[src/common/ccr_consts.svh]
`ifndef CCR_CONSTS_SVH
`define CCR_CONSTS_SVH

// ----------------------------------------------------------------
// Register offsets
// ----------------------------------------------------------------
`define CCR_OFS_ID        2'h0
`define CCR_OFS_CTL       2'h1
`define CCR_OFS_SPREAD    2'h2

// ----------------------------------------------------------------
// Power-up values
// ----------------------------------------------------------------
`define CCR_CTL_RESET     8'hf7
`define CCR_SPREAD_RESET  8'h02
`define CCR_PIN_RESET     2'h3

// ----------------------------------------------------------------
// Output enable control fields
// ----------------------------------------------------------------
`define CCR_BIT_REF       7
`define CCR_BIT_CPU       6
`define CCR_BIT_USB       5
`define CCR_BIT_SELAUD    4
`define CCR_BIT_FIXAUD    3
`define CCR_BIT_RSV_HI    2
`define CCR_BIT_RSV_LO    1
`define CCR_BIT_AUDSEL    0

// ----------------------------------------------------------------
// Spread control fields and codes
// ----------------------------------------------------------------
`define CCR_SS_MSB        2
`define CCR_SS_LSB        0
`define CCR_SS_RSV_MSB    7
`define CCR_SS_RSV_LSB    3
`define CCR_SS_HALF       3'h1
`define CCR_SS_ONE        3'h2
`define CCR_SS_TWO        3'h4
`define CCR_SS_THREE      3'h6

// ----------------------------------------------------------------
// Serial command codes
// ----------------------------------------------------------------
`define CCR_CMD_BLOCK     8'h00
`define CCR_CMD_BYTE      8'h80
`define CCR_CMD_OFS_MASK  8'h03
`define CCR_BLOCK_COUNT   3

`endif

[src/common/ccr_pkg.sv]
package ccr_pkg;

    typedef enum logic [2:0] {
        ST_IDLE   = 3'b000,
        ST_RX     = 3'b001,
        ST_RX_ACK = 3'b010,
        ST_TX     = 3'b011,
        ST_TX_ACK = 3'b100
    } ccr_state_t;

    typedef enum logic [1:0] {
        R_ADDR  = 2'b00,
        R_CMD   = 2'b01,
        R_COUNT = 2'b10,
        R_DATA  = 2'b11
    } ccr_role_t;

    typedef enum logic [2:0] {
        SS_NONE  = 3'b000,
        SS_HALF  = 3'b001,
        SS_ONE   = 3'b010,
        SS_TWO   = 3'b011,
        SS_THREE = 3'b100
    } ccr_spread_t;

    function automatic ccr_spread_t ccr_decode_spread(input logic [2:0] code);
        case (code)
            3'h1:    return SS_HALF;
            3'h2:    return SS_ONE;
            3'h4:    return SS_TWO;
            3'h6:    return SS_THREE;
            default: return SS_NONE;
        endcase
    endfunction : ccr_decode_spread

endpackage : ccr_pkg

[src/common/ccr_reg_if.sv]
`timescale 1ns/1ps
interface ccr_reg_if;
    logic       wr_en;
    logic [1:0] offset;
    logic [7:0] wr_data;
    logic [7:0] rd_data;

    modport engine (output wr_en, output offset, output wr_data, input rd_data);
    modport regs   (input wr_en, input offset, input wr_data, output rd_data);
endinterface : ccr_reg_if

[src/rtl/ccr_top.sv]
`timescale 1ns/1ps
`include "ccr_consts.svh"
module ccr_top #(
    parameter logic [6:0]  SLAVE_ADDR    = 7'h2a, // Arbitrary value
    parameter logic [3:0]  REVISION_CODE = 4'h3,  // Arbitrary value
    parameter logic [3:0]  VENDOR_CODE   = 4'h5,  // Arbitrary value
    parameter int unsigned BLOCK_COUNT   = `CCR_BLOCK_COUNT
) (
    // Clock and reset
    input  wire logic            mclk,
    input  wire logic            reset,
    // Two-wire serial port, data pin is open drain
    input  wire logic            scl_in,
    input  wire logic            sda_in,
    output logic                 sda_out,
    output logic                 sda_oe,
    // Clock output controls
    output logic                 ref_clock_out_enable,
    output logic                 spread_cpu_clock_enable,
    output logic                 usb_clock_out_enable,
    output logic                 selectable_audio_out_enable,
    output logic                 fixed_audio_out_enable,
    output logic                 audio_frequency_select,
    output logic                 spread_pll_run,
    output logic                 fixed_audio_pll_run,
    output ccr_pkg::ccr_spread_t spread_depth,
    output logic                 spread_active
);
    generate
        if (BLOCK_COUNT < 1 || BLOCK_COUNT > 255) begin : g_bad_count
            $error("BLOCK_COUNT must be 1 to 255");
        end
    endgenerate

    localparam logic [7:0] COUNT_BYTE = BLOCK_COUNT[7:0];

    // ----------------------------------------------------------------
    // Pin synchronisers: a level counts once stages two and three agree
    // ----------------------------------------------------------------
    logic [1:0] s1_q;
    logic [1:0] s2_q;
    logic [1:0] s3_q;
    logic [1:0] pin_q;
    logic [1:0] prev_q;
    wire  [1:0] pin_d = (s2_q & s3_q) | (pin_q & (s2_q ^ s3_q));

    always_ff @(posedge mclk or posedge reset) begin
        if (reset) begin
            s1_q   <= `CCR_PIN_RESET;
            s2_q   <= `CCR_PIN_RESET;
            s3_q   <= `CCR_PIN_RESET;
            pin_q  <= `CCR_PIN_RESET;
            prev_q <= `CCR_PIN_RESET;
        end else begin
            s1_q   <= {scl_in, sda_in};
            s2_q   <= s1_q;
            s3_q   <= s2_q;
            pin_q  <= pin_d;
            prev_q <= pin_q;
        end
    end

    wire scl       = pin_q[1];
    wire sda       = pin_q[0];
    wire scl_rise  = scl && !prev_q[1];
    wire scl_fall  = !scl && prev_q[1];
    wire start_det = scl && prev_q[1] && prev_q[0] && !sda;
    wire stop_det  = scl && prev_q[1] && !prev_q[0] && sda;

    // ----------------------------------------------------------------
    // Serial engine state
    // ----------------------------------------------------------------
    ccr_pkg::ccr_state_t st_q, st_d;
    ccr_pkg::ccr_role_t  role_q, role_d;
    logic [2:0] bit_q, bit_d;
    logic [7:0] shift_q, shift_d;
    logic [7:0] count_q, count_d;
    logic [1:0] ptr_q, ptr_d;
    logic       rw_q, rw_d;
    logic       block_q, block_d;
    logic       drive_q, drive_d;
    logic       got8_q, got8_d;
    logic       ack_q, ack_d;

    ccr_reg_if regs_bus ();

    // ----------------------------------------------------------------
    // Byte decode
    // ----------------------------------------------------------------
    wire rx_end    = (st_q == ccr_pkg::ST_RX) && got8_q && scl_fall;
    wire addr_hit  = (shift_q[7:1] == SLAVE_ADDR);
    wire cmd_block = (shift_q == `CCR_CMD_BLOCK);
    wire cmd_byte  = ((shift_q & ~`CCR_CMD_OFS_MASK) == `CCR_CMD_BYTE);
    wire in_cmd    = (role_q == ccr_pkg::R_CMD);
    wire in_data   = (role_q == ccr_pkg::R_DATA);
    wire blk_room  = !block_q || (count_q != 8'h00);
    wire accept    = (role_q == ccr_pkg::R_ADDR) ? addr_hit :
                     in_cmd ? (cmd_block || cmd_byte) : 1'b1;
    // Block reads open with the byte count, then the registers
    wire [7:0] tx_byte = (role_q == ccr_pkg::R_COUNT) ? COUNT_BYTE : regs_bus.rd_data;

    assign regs_bus.wr_en   = rx_end && in_data && blk_room;
    assign regs_bus.offset  = ptr_q;
    assign regs_bus.wr_data = shift_q;

    // ----------------------------------------------------------------
    // Next state; start and stop override any bit position
    // ----------------------------------------------------------------
    always_comb begin
        st_d    = st_q;
        role_d  = role_q;
        bit_d   = bit_q;
        shift_d = shift_q;
        count_d = count_q;
        ptr_d   = ptr_q;
        rw_d    = rw_q;
        block_d = block_q;
        drive_d = drive_q;
        got8_d  = got8_q;
        ack_d   = ack_q;
        if (start_det) begin
            st_d    = ccr_pkg::ST_RX;
            role_d  = ccr_pkg::R_ADDR;
            bit_d   = 3'h0;
            got8_d  = 1'b0;
            drive_d = 1'b0;
        end else if (stop_det) begin
            st_d    = ccr_pkg::ST_IDLE;
            drive_d = 1'b0;
        end else begin
            case (st_q)
                ccr_pkg::ST_RX: begin
                    if (scl_rise) begin
                        shift_d = {shift_q[6:0], sda};
                        bit_d   = bit_q + 3'h1;
                        got8_d  = (bit_q == 3'h7);
                    end else if (rx_end) begin
                        st_d    = ccr_pkg::ST_RX_ACK;
                        ack_d   = accept;
                        drive_d = accept;
                        case (role_q)
                            ccr_pkg::R_ADDR: begin
                                rw_d   = shift_q[0];
                                role_d = !shift_q[0] ? ccr_pkg::R_CMD :
                                         block_q ? ccr_pkg::R_COUNT : ccr_pkg::R_DATA;
                            end
                            ccr_pkg::R_CMD: begin
                                if (cmd_block) begin
                                    block_d = 1'b1;
                                    ptr_d   = `CCR_OFS_ID;
                                    role_d  = ccr_pkg::R_COUNT;
                                end else if (cmd_byte) begin
                                    block_d = 1'b0;
                                    ptr_d   = shift_q[1:0];
                                    role_d  = ccr_pkg::R_DATA;
                                end
                            end
                            ccr_pkg::R_COUNT: begin
                                count_d = shift_q;
                                role_d  = ccr_pkg::R_DATA;
                            end
                            default: begin
                                if (blk_room) begin
                                    ptr_d = ptr_q + 2'h1;
                                end
                                if (block_q && blk_room) begin
                                    count_d = count_q - 8'h01;
                                end
                            end
                        endcase
                    end
                end
                ccr_pkg::ST_RX_ACK: begin
                    if (scl_fall) begin
                        bit_d  = 3'h0;
                        got8_d = 1'b0;
                        if (!ack_q) begin
                            st_d    = ccr_pkg::ST_IDLE;
                            drive_d = 1'b0;
                        end else if (rw_q) begin
                            st_d    = ccr_pkg::ST_TX;
                            shift_d = tx_byte;
                            drive_d = !tx_byte[7];
                        end else begin
                            st_d    = ccr_pkg::ST_RX;
                            drive_d = 1'b0;
                        end
                    end
                end
                ccr_pkg::ST_TX: begin
                    if (scl_fall) begin
                        if (bit_q == 3'h7) begin
                            st_d    = ccr_pkg::ST_TX_ACK;
                            drive_d = 1'b0;
                            bit_d   = 3'h0;
                            if (role_q == ccr_pkg::R_COUNT) begin
                                role_d = ccr_pkg::R_DATA;
                            end else begin
                                ptr_d = ptr_q + 2'h1;
                            end
                        end else begin
                            shift_d = {shift_q[6:0], 1'b0};
                            bit_d   = bit_q + 3'h1;
                            drive_d = !shift_q[6];
                        end
                    end
                end
                ccr_pkg::ST_TX_ACK: begin
                    if (scl_rise) begin
                        ack_d = !sda;
                    end else if (scl_fall) begin
                        if (ack_q) begin
                            st_d    = ccr_pkg::ST_TX;
                            shift_d = tx_byte;
                            drive_d = !tx_byte[7];
                        end else begin
                            st_d = ccr_pkg::ST_IDLE;
                        end
                    end
                end
                default: begin
                    drive_d = 1'b0;
                end
            endcase
        end
    end

    always_ff @(posedge mclk or posedge reset) begin
        if (reset) begin
            st_q    <= ccr_pkg::ST_IDLE;
            role_q  <= ccr_pkg::R_ADDR;
            bit_q   <= 3'h0;
            shift_q <= 8'h00;
            count_q <= 8'h00;
            ptr_q   <= `CCR_OFS_ID;
            rw_q    <= 1'b0;
            block_q <= 1'b0;
            drive_q <= 1'b0;
            got8_q  <= 1'b0;
            ack_q   <= 1'b0;
        end else begin
            st_q    <= st_d;
            role_q  <= role_d;
            bit_q   <= bit_d;
            shift_q <= shift_d;
            count_q <= count_d;
            ptr_q   <= ptr_d;
            rw_q    <= rw_d;
            block_q <= block_d;
            drive_q <= drive_d;
            got8_q  <= got8_d;
            ack_q   <= ack_d;
        end
    end

    // Open drain: only ever pulls low
    assign sda_out = 1'b0;
    assign sda_oe  = drive_q;

    // ----------------------------------------------------------------
    // Register file
    // ----------------------------------------------------------------
    ccr_regs #(
        .REVISION_CODE (REVISION_CODE),
        .VENDOR_CODE   (VENDOR_CODE)
    ) u_regs (
        .mclk                        (mclk),
        .reset                       (reset),
        .bus                         (regs_bus),
        .ref_clock_out_enable        (ref_clock_out_enable),
        .spread_cpu_clock_enable     (spread_cpu_clock_enable),
        .usb_clock_out_enable        (usb_clock_out_enable),
        .selectable_audio_out_enable (selectable_audio_out_enable),
        .fixed_audio_out_enable      (fixed_audio_out_enable),
        .audio_frequency_select      (audio_frequency_select),
        .spread_pll_run              (spread_pll_run),
        .fixed_audio_pll_run         (fixed_audio_pll_run),
        .spread_depth                (spread_depth),
        .spread_active               (spread_active)
    );
endmodule : ccr_top

[src/rtl/ccr_regs.sv]
`timescale 1ns/1ps
`include "ccr_consts.svh"
module ccr_regs #(
    parameter logic [3:0] REVISION_CODE = 4'h3, // Arbitrary value
    parameter logic [3:0] VENDOR_CODE   = 4'h5  // Arbitrary value
) (
    // Clock and reset
    input  wire logic          mclk,
    input  wire logic          reset,
    // Access from the serial engine
    ccr_reg_if.regs            bus,
    // Clock output controls
    output logic               ref_clock_out_enable,
    output logic               spread_cpu_clock_enable,
    output logic               usb_clock_out_enable,
    output logic               selectable_audio_out_enable,
    output logic               fixed_audio_out_enable,
    output logic               audio_frequency_select,
    output logic               spread_pll_run,
    output logic               fixed_audio_pll_run,
    output ccr_pkg::ccr_spread_t spread_depth,
    output logic               spread_active
);
    logic [7:0] ctl_q;
    logic [7:0] spread_q;
    wire        wr_ctl    = bus.wr_en && (bus.offset == `CCR_OFS_CTL);
    wire        wr_spread = bus.wr_en && (bus.offset == `CCR_OFS_SPREAD);
    wire [7:0]  id_byte   = {REVISION_CODE, VENDOR_CODE};

    // ----------------------------------------------------------------
    // Storage; the identification byte has no storage, so writes miss it
    // ----------------------------------------------------------------
    always_ff @(posedge mclk or posedge reset) begin
        if (reset) begin
            ctl_q    <= `CCR_CTL_RESET;
            spread_q <= `CCR_SPREAD_RESET;
        end else begin
            if (wr_ctl) begin
                ctl_q <= bus.wr_data;
            end
            if (wr_spread) begin
                spread_q <= bus.wr_data;
            end
        end
    end

    assign bus.rd_data = (bus.offset == `CCR_OFS_ID)     ? id_byte :
                         (bus.offset == `CCR_OFS_CTL)    ? ctl_q :
                         (bus.offset == `CCR_OFS_SPREAD) ? spread_q : 8'h00;

    // ----------------------------------------------------------------
    // Clock controls; a low enable holds the pad low
    // ----------------------------------------------------------------
    assign ref_clock_out_enable        = ctl_q[`CCR_BIT_REF];
    assign usb_clock_out_enable        = ctl_q[`CCR_BIT_USB];
    assign selectable_audio_out_enable = ctl_q[`CCR_BIT_SELAUD];
    assign spread_cpu_clock_enable     = ctl_q[`CCR_BIT_CPU];
    assign spread_pll_run              = ctl_q[`CCR_BIT_CPU];
    assign fixed_audio_out_enable      = ctl_q[`CCR_BIT_FIXAUD];
    assign fixed_audio_pll_run         = ctl_q[`CCR_BIT_FIXAUD];
    assign audio_frequency_select      = ctl_q[`CCR_BIT_AUDSEL];
    assign spread_depth  = ccr_pkg::ccr_decode_spread(spread_q[`CCR_SS_MSB:`CCR_SS_LSB]);
    assign spread_active = (spread_depth != ccr_pkg::SS_NONE);
endmodule : ccr_regs

[config.mk]
export PLATFORM = sky130hd
export DESIGN_NAME = ccr_top
export DESIGN_NICKNAME = d
export VERILOG_FILES = /design/src/common/ccr_pkg.sv /design/src/common/ccr_reg_if.sv /design/src/rtl/ccr_top.sv /design/src/rtl/ccr_regs.sv
export VERILOG_INCLUDE_DIRS = /design/src /design/src/common
export SDC_FILE = /design/constraint.sdc
export NUM_CORES = 1
export LEC_CHECK = 0
export BUFFER_PORTS_ARGS = -buffer_cell sky130_fd_sc_hd__buf_4
export CAP_MARGIN = 20
export CORE_MARGIN = 3
export CORE_UTILIZATION = 26
export DETAILED_ROUTE_END_ITERATION = 8
export PLACE_DENSITY = 0.44
export SLEW_MARGIN = 0
export SYNTH_ARGS = -nofsm -noshare
export SYNTH_HDL_FRONTEND = slang
export SYNTH_SLANG_ARGS = --single-unit
export TNS_END_PERCENT = 5
[constraint.sdc]
create_clock -name mclk -period 2.15 [get_ports mclk]
set_input_delay 0.3225 -clock mclk [delete_from_list [all_inputs] [get_ports mclk]]
set_output_delay 0.3225 -clock mclk [all_outputs]
set_load 0.05 [all_outputs]
==> results of run 1 <==
[registers in the layout, indices dropped and copies added, names as in the netlist]
signal,count
count_q,8
rw_q,1
role_q,2
sda_oe,1
got8_q,1
st_q,3
s2_q,2
s3_q,2
s1_q,2
pin_q,2
prev_q,2
ack_q,1
bit_q,3
ptr_q,2
u_regs.spread_q,8
regs_bus.wr_data,8
block_q,1
u_regs.ctl_q,8
[what timing repair did]
action                                  4_1_cts  5_1_grt
endpoints found under the setup margin        0       11
resized for setup                             0        7
buffers inserted                              0        0
endpoints found under the hold margin        13        0
hold buffers                                  1        0
[final timing paths]
path / startpoint / endpoint / cells past startpoint
hold reg to reg: s1_q[0] / s2_q[0] / 0
min in group asynchronous: reset / bit_q[2] / 3
max in group asynchronous: reset / u_regs.ctl_q[5] / 4
setup / recovery: st_q[1] / role_q[1] / 6
hold / removal: sda_in / s1_q[0] / 1
setup reg to reg: st_q[1] / role_q[1] / 6
[through the flow]
step                hold slack, ps  utilization (%)  worst slack, ps
floorplan                    327.0                -            299.8
CTS                          86.81            32.26            83.93
finish                       101.3            32.41            123.4
detailed placement           323.3            30.03            92.46
global route                 84.28            32.41           -9.795
global placement             322.0            30.03            97.55
[cells in the mapped netlist (8+ instances only)]
cell,instances,area [um2]
dfrtp_1,39,975.9
mux2_2,30,337.8
clkbuf_1,8,30.03
nor2_1,21,78.83
ha_1,13,162.7
o21ai_0,21,105.1
dfstp_2,18,473.0
nand3_1,12,60.06
nand2_1,27,101.4
inv_1,13,48.80
a21oi_1,10,50.05
[power by group through the flow]
stage,clock [W],sequential [W],combinational [W]
2_1_floorplan,0,0.00144,0.00140
5_1_grt,0.00140,0.00160,0.00210
4_1_cts,0.00135,0.00156,0.00187
6_report,0.00131,0.00156,0.00188
3_5_place_dp,0,0.00157,0.00186
3_3_place_gp,0,0.00158,0.00184
[worst max-delay path, cell delays in order (launching register included)]
cell,delay [ps]
dfrtp_1,640
buf_4,230
mux2i_1,310
a211oi_1,100
o21a_1,200
o21ai_0,280
a22o_1,190
[logic make-up after synthesis]
family,Yosys count
xor gates and xnor gates,4
AOI/OAI and AO/OA,86
DFF,57
buffers and inverters,34
and+or+nand+nor,107
muxes,36
other,1
adders and majority gates,13
[per-layer routing]
| layer | GRT usage [%] | routed length, um | part of all wire, % | up-vias |
|---|---|---|---|---|
| met4 | 6.161 | 210 | 2.5 | 0 |
| li1 | - | - | - | 1290 |
| met1 | 17.06 | 4159 | 50 | 1292 |
| met2 | 18.20 | 3694 | 45 | 38 |
| met5 | 0 | 0 | 0 | - |
| met3 | 2.572 | 230 | 2.8 | 14 |
[layout make-up]
cell class                 instances  area, um2  share of cell area (%)
sequential                        57       1450                   35.17
multi-input combinational        247       1815                   44.04
tap                              172      215.2                   5.220
clock buffer                      11      242.7                   5.888
clock inverter                     5      31.28                  0.7587
timing repair buffer              40      319.1                   7.739
inverter                          13      48.80                   1.184
==> impl_metrics.tcl, run 1 <==
set metrics [dict create \
    max_cap_violations 0 \
    final_antenna_net_count 0 \
    synth_top_family_by_area "compound AO/OA/AOI/OAI gates" \
    cts_tree "yes" \
    grt_start_max_net_pins 45 \
    first_global_vias 2666 \
    layout_common_cells "dfrtp_1, buf_4, mux2_2, nand2_1, nor2_1" \
    core_area_um2 12720 \
    ios 18 \
    die_height_um 120.6 \
    syn_nets 355 \
    synth_xor_area_share_pct 1.026 \
    clock_latency_ps 330 \
    fp.dieW_um 120.6 \
    power.leakage_nw 1.826 \
    crit_required_ps 2410 \
    clkPwrFrac_pct 27.6 \
    dp_hpwl_um 6027 \
    drv_slew 0 \
    min_path_type "primary input to flop" \
    clock_path_buffers 2 \
    layout.nets 385 \
    yosys_warnings 0 \
    end_kind "flop" \
    grt_overflow 0 \
    syn_inst 338 \
    synth-edff-count 0 \
    place_area_um2 3820 \
    io_buffer_count 16 \
    synth.avg_cell_area_um2 10.10 \
    ir_drop_mv 0.3751 \
    synth_cell_types 61 \
    clock.fmax_mhz 493.4 \
    drc 0 \
    numCtsBuffers 9 \
    finalSetupViolations 0 \
    final_layout_size_suffix_gt1_share_pct 32.17 \
    setup_tns_ps 0 \
    final_common_cell "dfrtp_1" \
    die-area_um2 14540 \
    instances_no_fill 545 \
    power.internal_w 0.002925 \
    power_w 0.004755 \
    cts_root_buffer "clkbuf_16" \
    final_area_um2 4123 \
    synthSimpleGateAreaFrac_pct 17.19 \
    avgViaCountPerCell 4.833 \
    ys_seq_elements 57 \
    seqPwrFrac_pct 32.9 \
    start_util_pct 26.83 \
    critPathArrivalTime_ps 2290 \
    htree_levels 3 \
    ff2ff_setup_slack_ps 120 \
    p_comb_share_pct 39.5 \
    yosysSeqAreaShare_pct 42.45 \
    clk_pin_slew_ps 50 \
    wirelength_um 8294 \
    first_pass_iters 4 \
    track_usage_pct 12.32 \
    cp_max_fo 17 \
    synthMuxAreaShare_pct 11.66 \
    status "finished clean" \
    vias 2634 \
    grt_pass1_wl_um 14130 \
    cts_sinks 57 \
    min_period_ps 2027 \
    syn_to_final_growth_pct 20.78 \
    drt_iter0_markers 171 \
    hold_viol_final 0 \
    n_fill_cell 1368 \
    p_sw_w 0.001829 \
    avgRoutedWirePerCell_um 15.22 \
    dpl.cell_count 528 \
    async_flop_share_pct 100.0 \
    fin_skew_ps 6.325 \
    placementRows 41 \
    synth_area_um2 3413 \
    start_kind "flop" \
    fin_crit_sh_pct 94.26 \
    synth_compound_area_share_pct 18.04 \
    antenna_cells 0 \
    antenna_found_initial 0 \
    crit_type "flop to flop" \
    p_sw_share_pct 38.47 \
    yosys.area_share.adder_pct 4.765 \
    synth_ff_type "dfrtp_1" \
    power_density_nw_per_um2 1153 \
    place_congestion 0.8458 \
    rsz0062_at_grt "true" \
]
(Power assumes the default switching activity.)
==> run 2: changes to the inputs <==
--- a/config.mk
+++ b/config.mk
@@ -10,8 +10,10 @@
 export CAP_MARGIN = 20
 export CORE_MARGIN = 3
 export CORE_UTILIZATION = 26
+export CTS_BUF_LIST = sky130_fd_sc_hd__clkbuf_8
 export DETAILED_ROUTE_END_ITERATION = 8
 export PLACE_DENSITY = 0.44
+export RECOVER_POWER = 25
 export SLEW_MARGIN = 0
 export SYNTH_ARGS = -nofsm -noshare
 export SYNTH_HDL_FRONTEND = slang
==> run 2 against run 1 <==
Global-route usage about the same. Fmax down 0.12%. Via count up 0.84%. Sequential cell count unchanged. Cell area down 2.9%. Clock power down 32%. Final cell count unchanged. Critical path depth unchanged. Worst hold slack worse by 17 ps. Register-to-register slack about the same. Core utilization down 0.92 points. Die area unchanged. Largest power group unchanged.
==> impl_metrics.tcl, run 2 (synthesis gave the netlist of run 1 again) <==
set metrics [dict create \
    status "finished clean" \
    layout_common_cells "dfrtp_1, buf_4, mux2_2, nand2_1, nor2_1" \
    ir_drop_mv 0.3525 \
    power.leakage_nw 1.775 \
    place_congestion 0.8458 \
    wirelength_um 8334 \
    min_path_type "primary input to flop" \
    crit_required_ps 2440 \
    critPathArrivalTime_ps 2320 \
    hold_viol_final 0 \
    fp.dieW_um 120.6 \
    numCtsBuffers 9 \
    start_kind "flop" \
    worst_slack_ps 121.0 \
    slew_headroom_pct 58.92 \
    drv_slew 0 \
    drt_iter0_markers 169 \
    avgViaCountPerCell 4.873 \
    io_buffer_count 16 \
    place_ws_ps 92.46 \
    hold_ws_ps 83.87 \
    clock.fmax_mhz 492.9 \
    crit_type "flop to flop" \
    clk_pin_slew_ps 70 \
    syn_to_final_growth_pct 17.34 \
    max_cap_violations 0 \
    placementRows 41 \
    dp_hpwl_um 6027 \
    clock_latency_ps 340 \
    end_kind "flop" \
    core_area_um2 12720 \
    avgRoutedWirePerCell_um 15.29 \
    first_pass_iters 4 \
    power_density_nw_per_um2 1083 \
    vias 2656 \
    die-area_um2 14540 \
    setup_tns_ps 0 \
    grt_overflow 0 \
    min_period_ps 2029 \
    drc 0 \
    antenna_cells 0 \
    die_height_um 120.6 \
    finalSetupViolations 0 \
    cts_sinks 57 \
    cp_max_fo 17 \
    first_global_vias 2656 \
    cts_tree "yes" \
    final_common_cell "dfrtp_1" \
    clock_path_buffers 2 \
    grt_pass1_wl_um 14090 \
    ios 18 \
    track_usage_pct 12.34 \
    fin_crit_sh_pct 94.37 \
    final_core_util_pct 31.48 \
    cts_root_buffer "clkbuf_8" \
    final_antenna_net_count 0 \
    antenna_found_initial 0 \
    cts_setup_buffers 0 \
    layout.nets 385 \
    fin_skew_ps 6.885 \
    tightest_slew_ps 616.3 \
    htree_levels 3 \
    grt_start_max_net_pins 45 \
    rsz0062_at_grt "true" \
    n_fill_cell 1386 \
    start_util_pct 26.83 \
    final_layout_size_suffix_gt1_share_pct 30.83 \
]
run 2: changes by cell type in the layout (fill, tap and decap cells not counted), sizes merged:
cell    delta
clkbuf     +4
inv        +1
buf        -5
run 2: what timing repair did:
item	4_1_cts	5_1_grt
gates resized for setup	0	7
hold endpoints to repair	13	0
setup endpoints to repair	0	10
hold buffers	1	0
run 2: path summary, 6_finish.rpt:
kind,startpoint,endpoint,slack (ps),depth (start not counted)
worst max-delay path,st_q[1],role_q[0],120,6
min in group asynchronous,reset,ack_q,580,3
worst min-delay path,sda_in,s1_q[0],80,1
worst min register to register,s1_q[0],s2_q[0],360,0
max in group asynchronous,reset,regs_bus.wr_data[4],500,4
worst max register to register,st_q[1],role_q[0],120,6
run 2: metrics by stage:
step           total power (W)  instances  cell area [um2]
2_1_floorplan         0.002840        338             3413
3_3_place_gp          0.003420        528             3820
3_5_place_dp          0.003437        528             3820
4_1_cts               0.004367        545             4003
5_1_grt               0.004685        545             4005
6_report              0.004337        545             4005
run 2: area by class of cell:
class	instances	area [um2]	area share, %
clock buffer	10	137.6	3.436
clock inverter	6	35.03	0.8747
inverter	13	48.80	1.218
multi-input combinational	247	1815	45.33
sequential	57	1450	36.21
tap	172	215.2	5.373
timing repair buffer	40	302.8	7.560
run 2: report_power, final:
| part | switching (W) | leakage (nW) | internal [W] | total (W) |
|---|---|---|---|---|
| clock | 0.000457 | 0.0932 | 0.000440 | 0.000897 |
| combinational | 0.00101 | 0.975 | 0.000858 | 0.00187 |
| sequential | 0.000314 | 0.706 | 0.00125 | 0.00157 |
run 2: per-layer routing:
| metal | global-route usage, % | share of wire, % |
|---|---|---|
| met5 | 0 | 0 |
| met4 | 6.161 | 2.5 |
| met3 | 2.713 | 2.9 |
| met2 | 18.09 | 44 |
| met1 | 17.12 | 50 |
run 2: critical path: stages, from the launching register on:
cell,delay (ps)
dfrtp_1,670
buf_4,240
mux2i_1,310
a211oi_1,100
o21a_1,210
o21ai_0,260
a22o_1,190
==> run 3: changes to the inputs <==
--- a/config.mk
+++ b/config.mk
@@ -9,12 +9,12 @@
 export BUFFER_PORTS_ARGS = -buffer_cell sky130_fd_sc_hd__buf_4
 export CAP_MARGIN = 20
 export CORE_MARGIN = 3
-export CORE_UTILIZATION = 26
+export CORE_UTILIZATION = 60
 export CTS_BUF_LIST = sky130_fd_sc_hd__clkbuf_8
 export DETAILED_ROUTE_END_ITERATION = 8
-export PLACE_DENSITY = 0.44
+export PLACE_DENSITY = 0.82
 export RECOVER_POWER = 25
-export SLEW_MARGIN = 0
+export SLEW_MARGIN = 20
 export SYNTH_ARGS = -nofsm -noshare
 export SYNTH_HDL_FRONTEND = slang
 export SYNTH_SLANG_ARGS = --single-unit
==> run 3 against run 2 <==
Core utilization rose by 41 points. Worst hold slack improved by 16 ps. Critical path type unchanged. First-iteration DRC count rose by 28%. Worst setup slack improved by 26 ps. Largest cell class unchanged. Sequential cell count did not move. Sequential share of layout area rose by 1.5 points. Highest routed layer unchanged. Routed wire length fell by 9.6%. Combinational power barely moved. Fmax rose by 1.3%.
==> impl_metrics.tcl, run 3 (synthesis gave the netlist of run 1 again) <==
set metrics [dict create \
    layout.nets 379 \
    setup_tns_ps 0 \
    cpMaxStageDelayCell "dfrtp_1" \
    placementRows 26 \
    first_pass_iters 5 \
    fp.dieW_um 81.43 \
    tightest_slew_ps 1353 \
    antenna_found_initial 0 \
    crit_required_ps 2370 \
    cp_max_fo 8 \
    end_kind "flop" \
    clock_path_buffers 2 \
    critPathArrivalTime_ps 2220 \
    die_height_um 81.43 \
    holdBufCountCts 0 \
    min_period_ps 2003 \
    track_usage_pct 25.92 \
    power.leakage_nw 1.758 \
    rr_startpoint "count_q[1]" \
    vias 2683 \
    htree_levels 3 \
    grt_start_max_net_pins 58 \
    die-area_um2 6630 \
    first_global_vias 2623 \
    fin_skew_ps 13.64 \
    clk_pin_slew_ps 70 \
    drc 0 \
    layout_common_cells "dfrtp_1, mux2_2, buf_4, nand2_1" \
    final_core_util_pct 72.42 \
    io_buffer_count 16 \
    status "finished clean" \
    grt_overflow 0 \
    min_path_type "primary input to flop" \
    cts_tree "yes" \
    rsz0062_at_grt "false" \
    critPathMaxStageDelay_ps 390 \
    syn_to_final_growth_pct 12.50 \
    drv_slew 0 \
    ios 18 \
    grt_pass1_wl_um 13120 \
    place_congestion 0.9221 \
    cp-endpoint "u_regs.ctl_q[3]" \
    numCtsBuffers 9 \
    clock.fmax_mhz 499.1 \
    avgViaCountPerCell 6.140 \
    fin_crit_sh_pct 93.18 \
    crit_type "flop to flop" \
    cts_root_buffer "clkbuf_8" \
    power_density_nw_per_um2 1122 \
    reg2reg_depth 7 \
    core_area_um2 5303 \
    slew_headroom_pct 9.794 \
    max_cap_violations 0 \
    r2r_end "u_regs.ctl_q[3]" \
    final_layout_size_suffix_gt1_share_pct 30.79 \
    crit_start "count_q[1]" \
    hold_viol_final 0 \
    final_antenna_net_count 0 \
    dp_hpwl_um 5246 \
    antenna_cells 0 \
    avgRoutedWirePerCell_um 17.23 \
    wirelength_um 7531 \
    start_util_pct 64.37 \
    final_common_cell "dfrtp_1" \
    start_kind "flop" \
    drt_iter0_markers 217 \
    ff2ff_setup_slack_ps 150 \
    ir_drop_mv 0.6058 \
    clock_latency_ps 340 \
    hold_ws_ps 100.3 \
    crit_chain "inv_1 > ha_1 > nor4b_2 > nand3_1 > and3_4 > nand2_2 > mux2_2" \
    cts_sinks 57 \
    finalSetupViolations 0 \
]
[run 3: cell types whose count changed in the layout (fill, tap and decap cells not counted), sizes merged]
cell         previous run  this run
clkinv                  4         1
dlygate4sd3             1         0
inv                    14        15
buf                    34        30
clkbuf                 15        16
[run 3: worst max-delay path, delay by kind of cell (launching register included)]
kind | cells | cell delay (ps)
and+or+nand+nor | 4 | 850
adders and majority gates | 1 | 160
DFF | 1 | 390
muxes | 1 | 360
buffers and inverters | 1 | 120
[run 3: worst min path at each step]
stage,slack (ps),to,depth (start not counted),start
floorplan,330,s1_q[0],0,sda_in
global placement,350,s2_q[1],0,s1_q[1]
detailed placement,350,s2_q[0],0,s1_q[0]
CTS,60,got8_q,3,reset
global route,80,s1_q[0],1,sda_in
finish,100,s1_q[0],1,sda_in
[run 3: layout make-up]
class                   instances  area [um2]
flip-flops and latches         57        1449
fillers                       366        1463
repair buffers                 34       252.7
well taps                      70       87.58
clock buffers                  12       165.2
inverters                      13       48.80
multi-input cells             247        1817
clock inverters                 4       20.02
[run 3: metal layers]
layer | vias up | global-route usage, % | routed length [um]
met5 | - | 0 | 0
met4 | 0 | 8.615 | 142
met3 | 14 | 6.250 | 385
met2 | 90 | 37.30 | 3332
met1 | 1298 | 38.35 | 3670
li1 | 1281 | - | -
[run 3: where the power goes]
group | switching, W | leakage (nW) | internal [W]
logic | 0.00101 | 0.947 | 0.000829
clock network | 0.000409 | 0.101 | 0.000502
registers | 0.000302 | 0.710 | 0.00125
[run 3: per-stage QoR]
step / instance area, um2 / cells / total power (W) / setup slack [ps]
6_report: 3840 / 437 / 0.004308 / 146.6
5_1_grt: 3840 / 437 / 0.004594 / 0.2398
4_1_cts: 3840 / 437 / 0.004279 / 78.54
3_5_place_dp: 3655 / 421 / 0.003349 / 106.4
3_3_place_gp: 3655 / 421 / 0.003302 / 92.50
2_1_floorplan: 3413 / 338 / 0.002840 / 299.8
[run 3: timing repair]
| action | CTS | global route |
|---|---|---|
| gates resized for setup | 0 | 4 |
| setup endpoints to repair | 0 | 8 |
| buffers inserted | 0 | 0 |
| endpoints found under the hold margin | 0 | 0 |
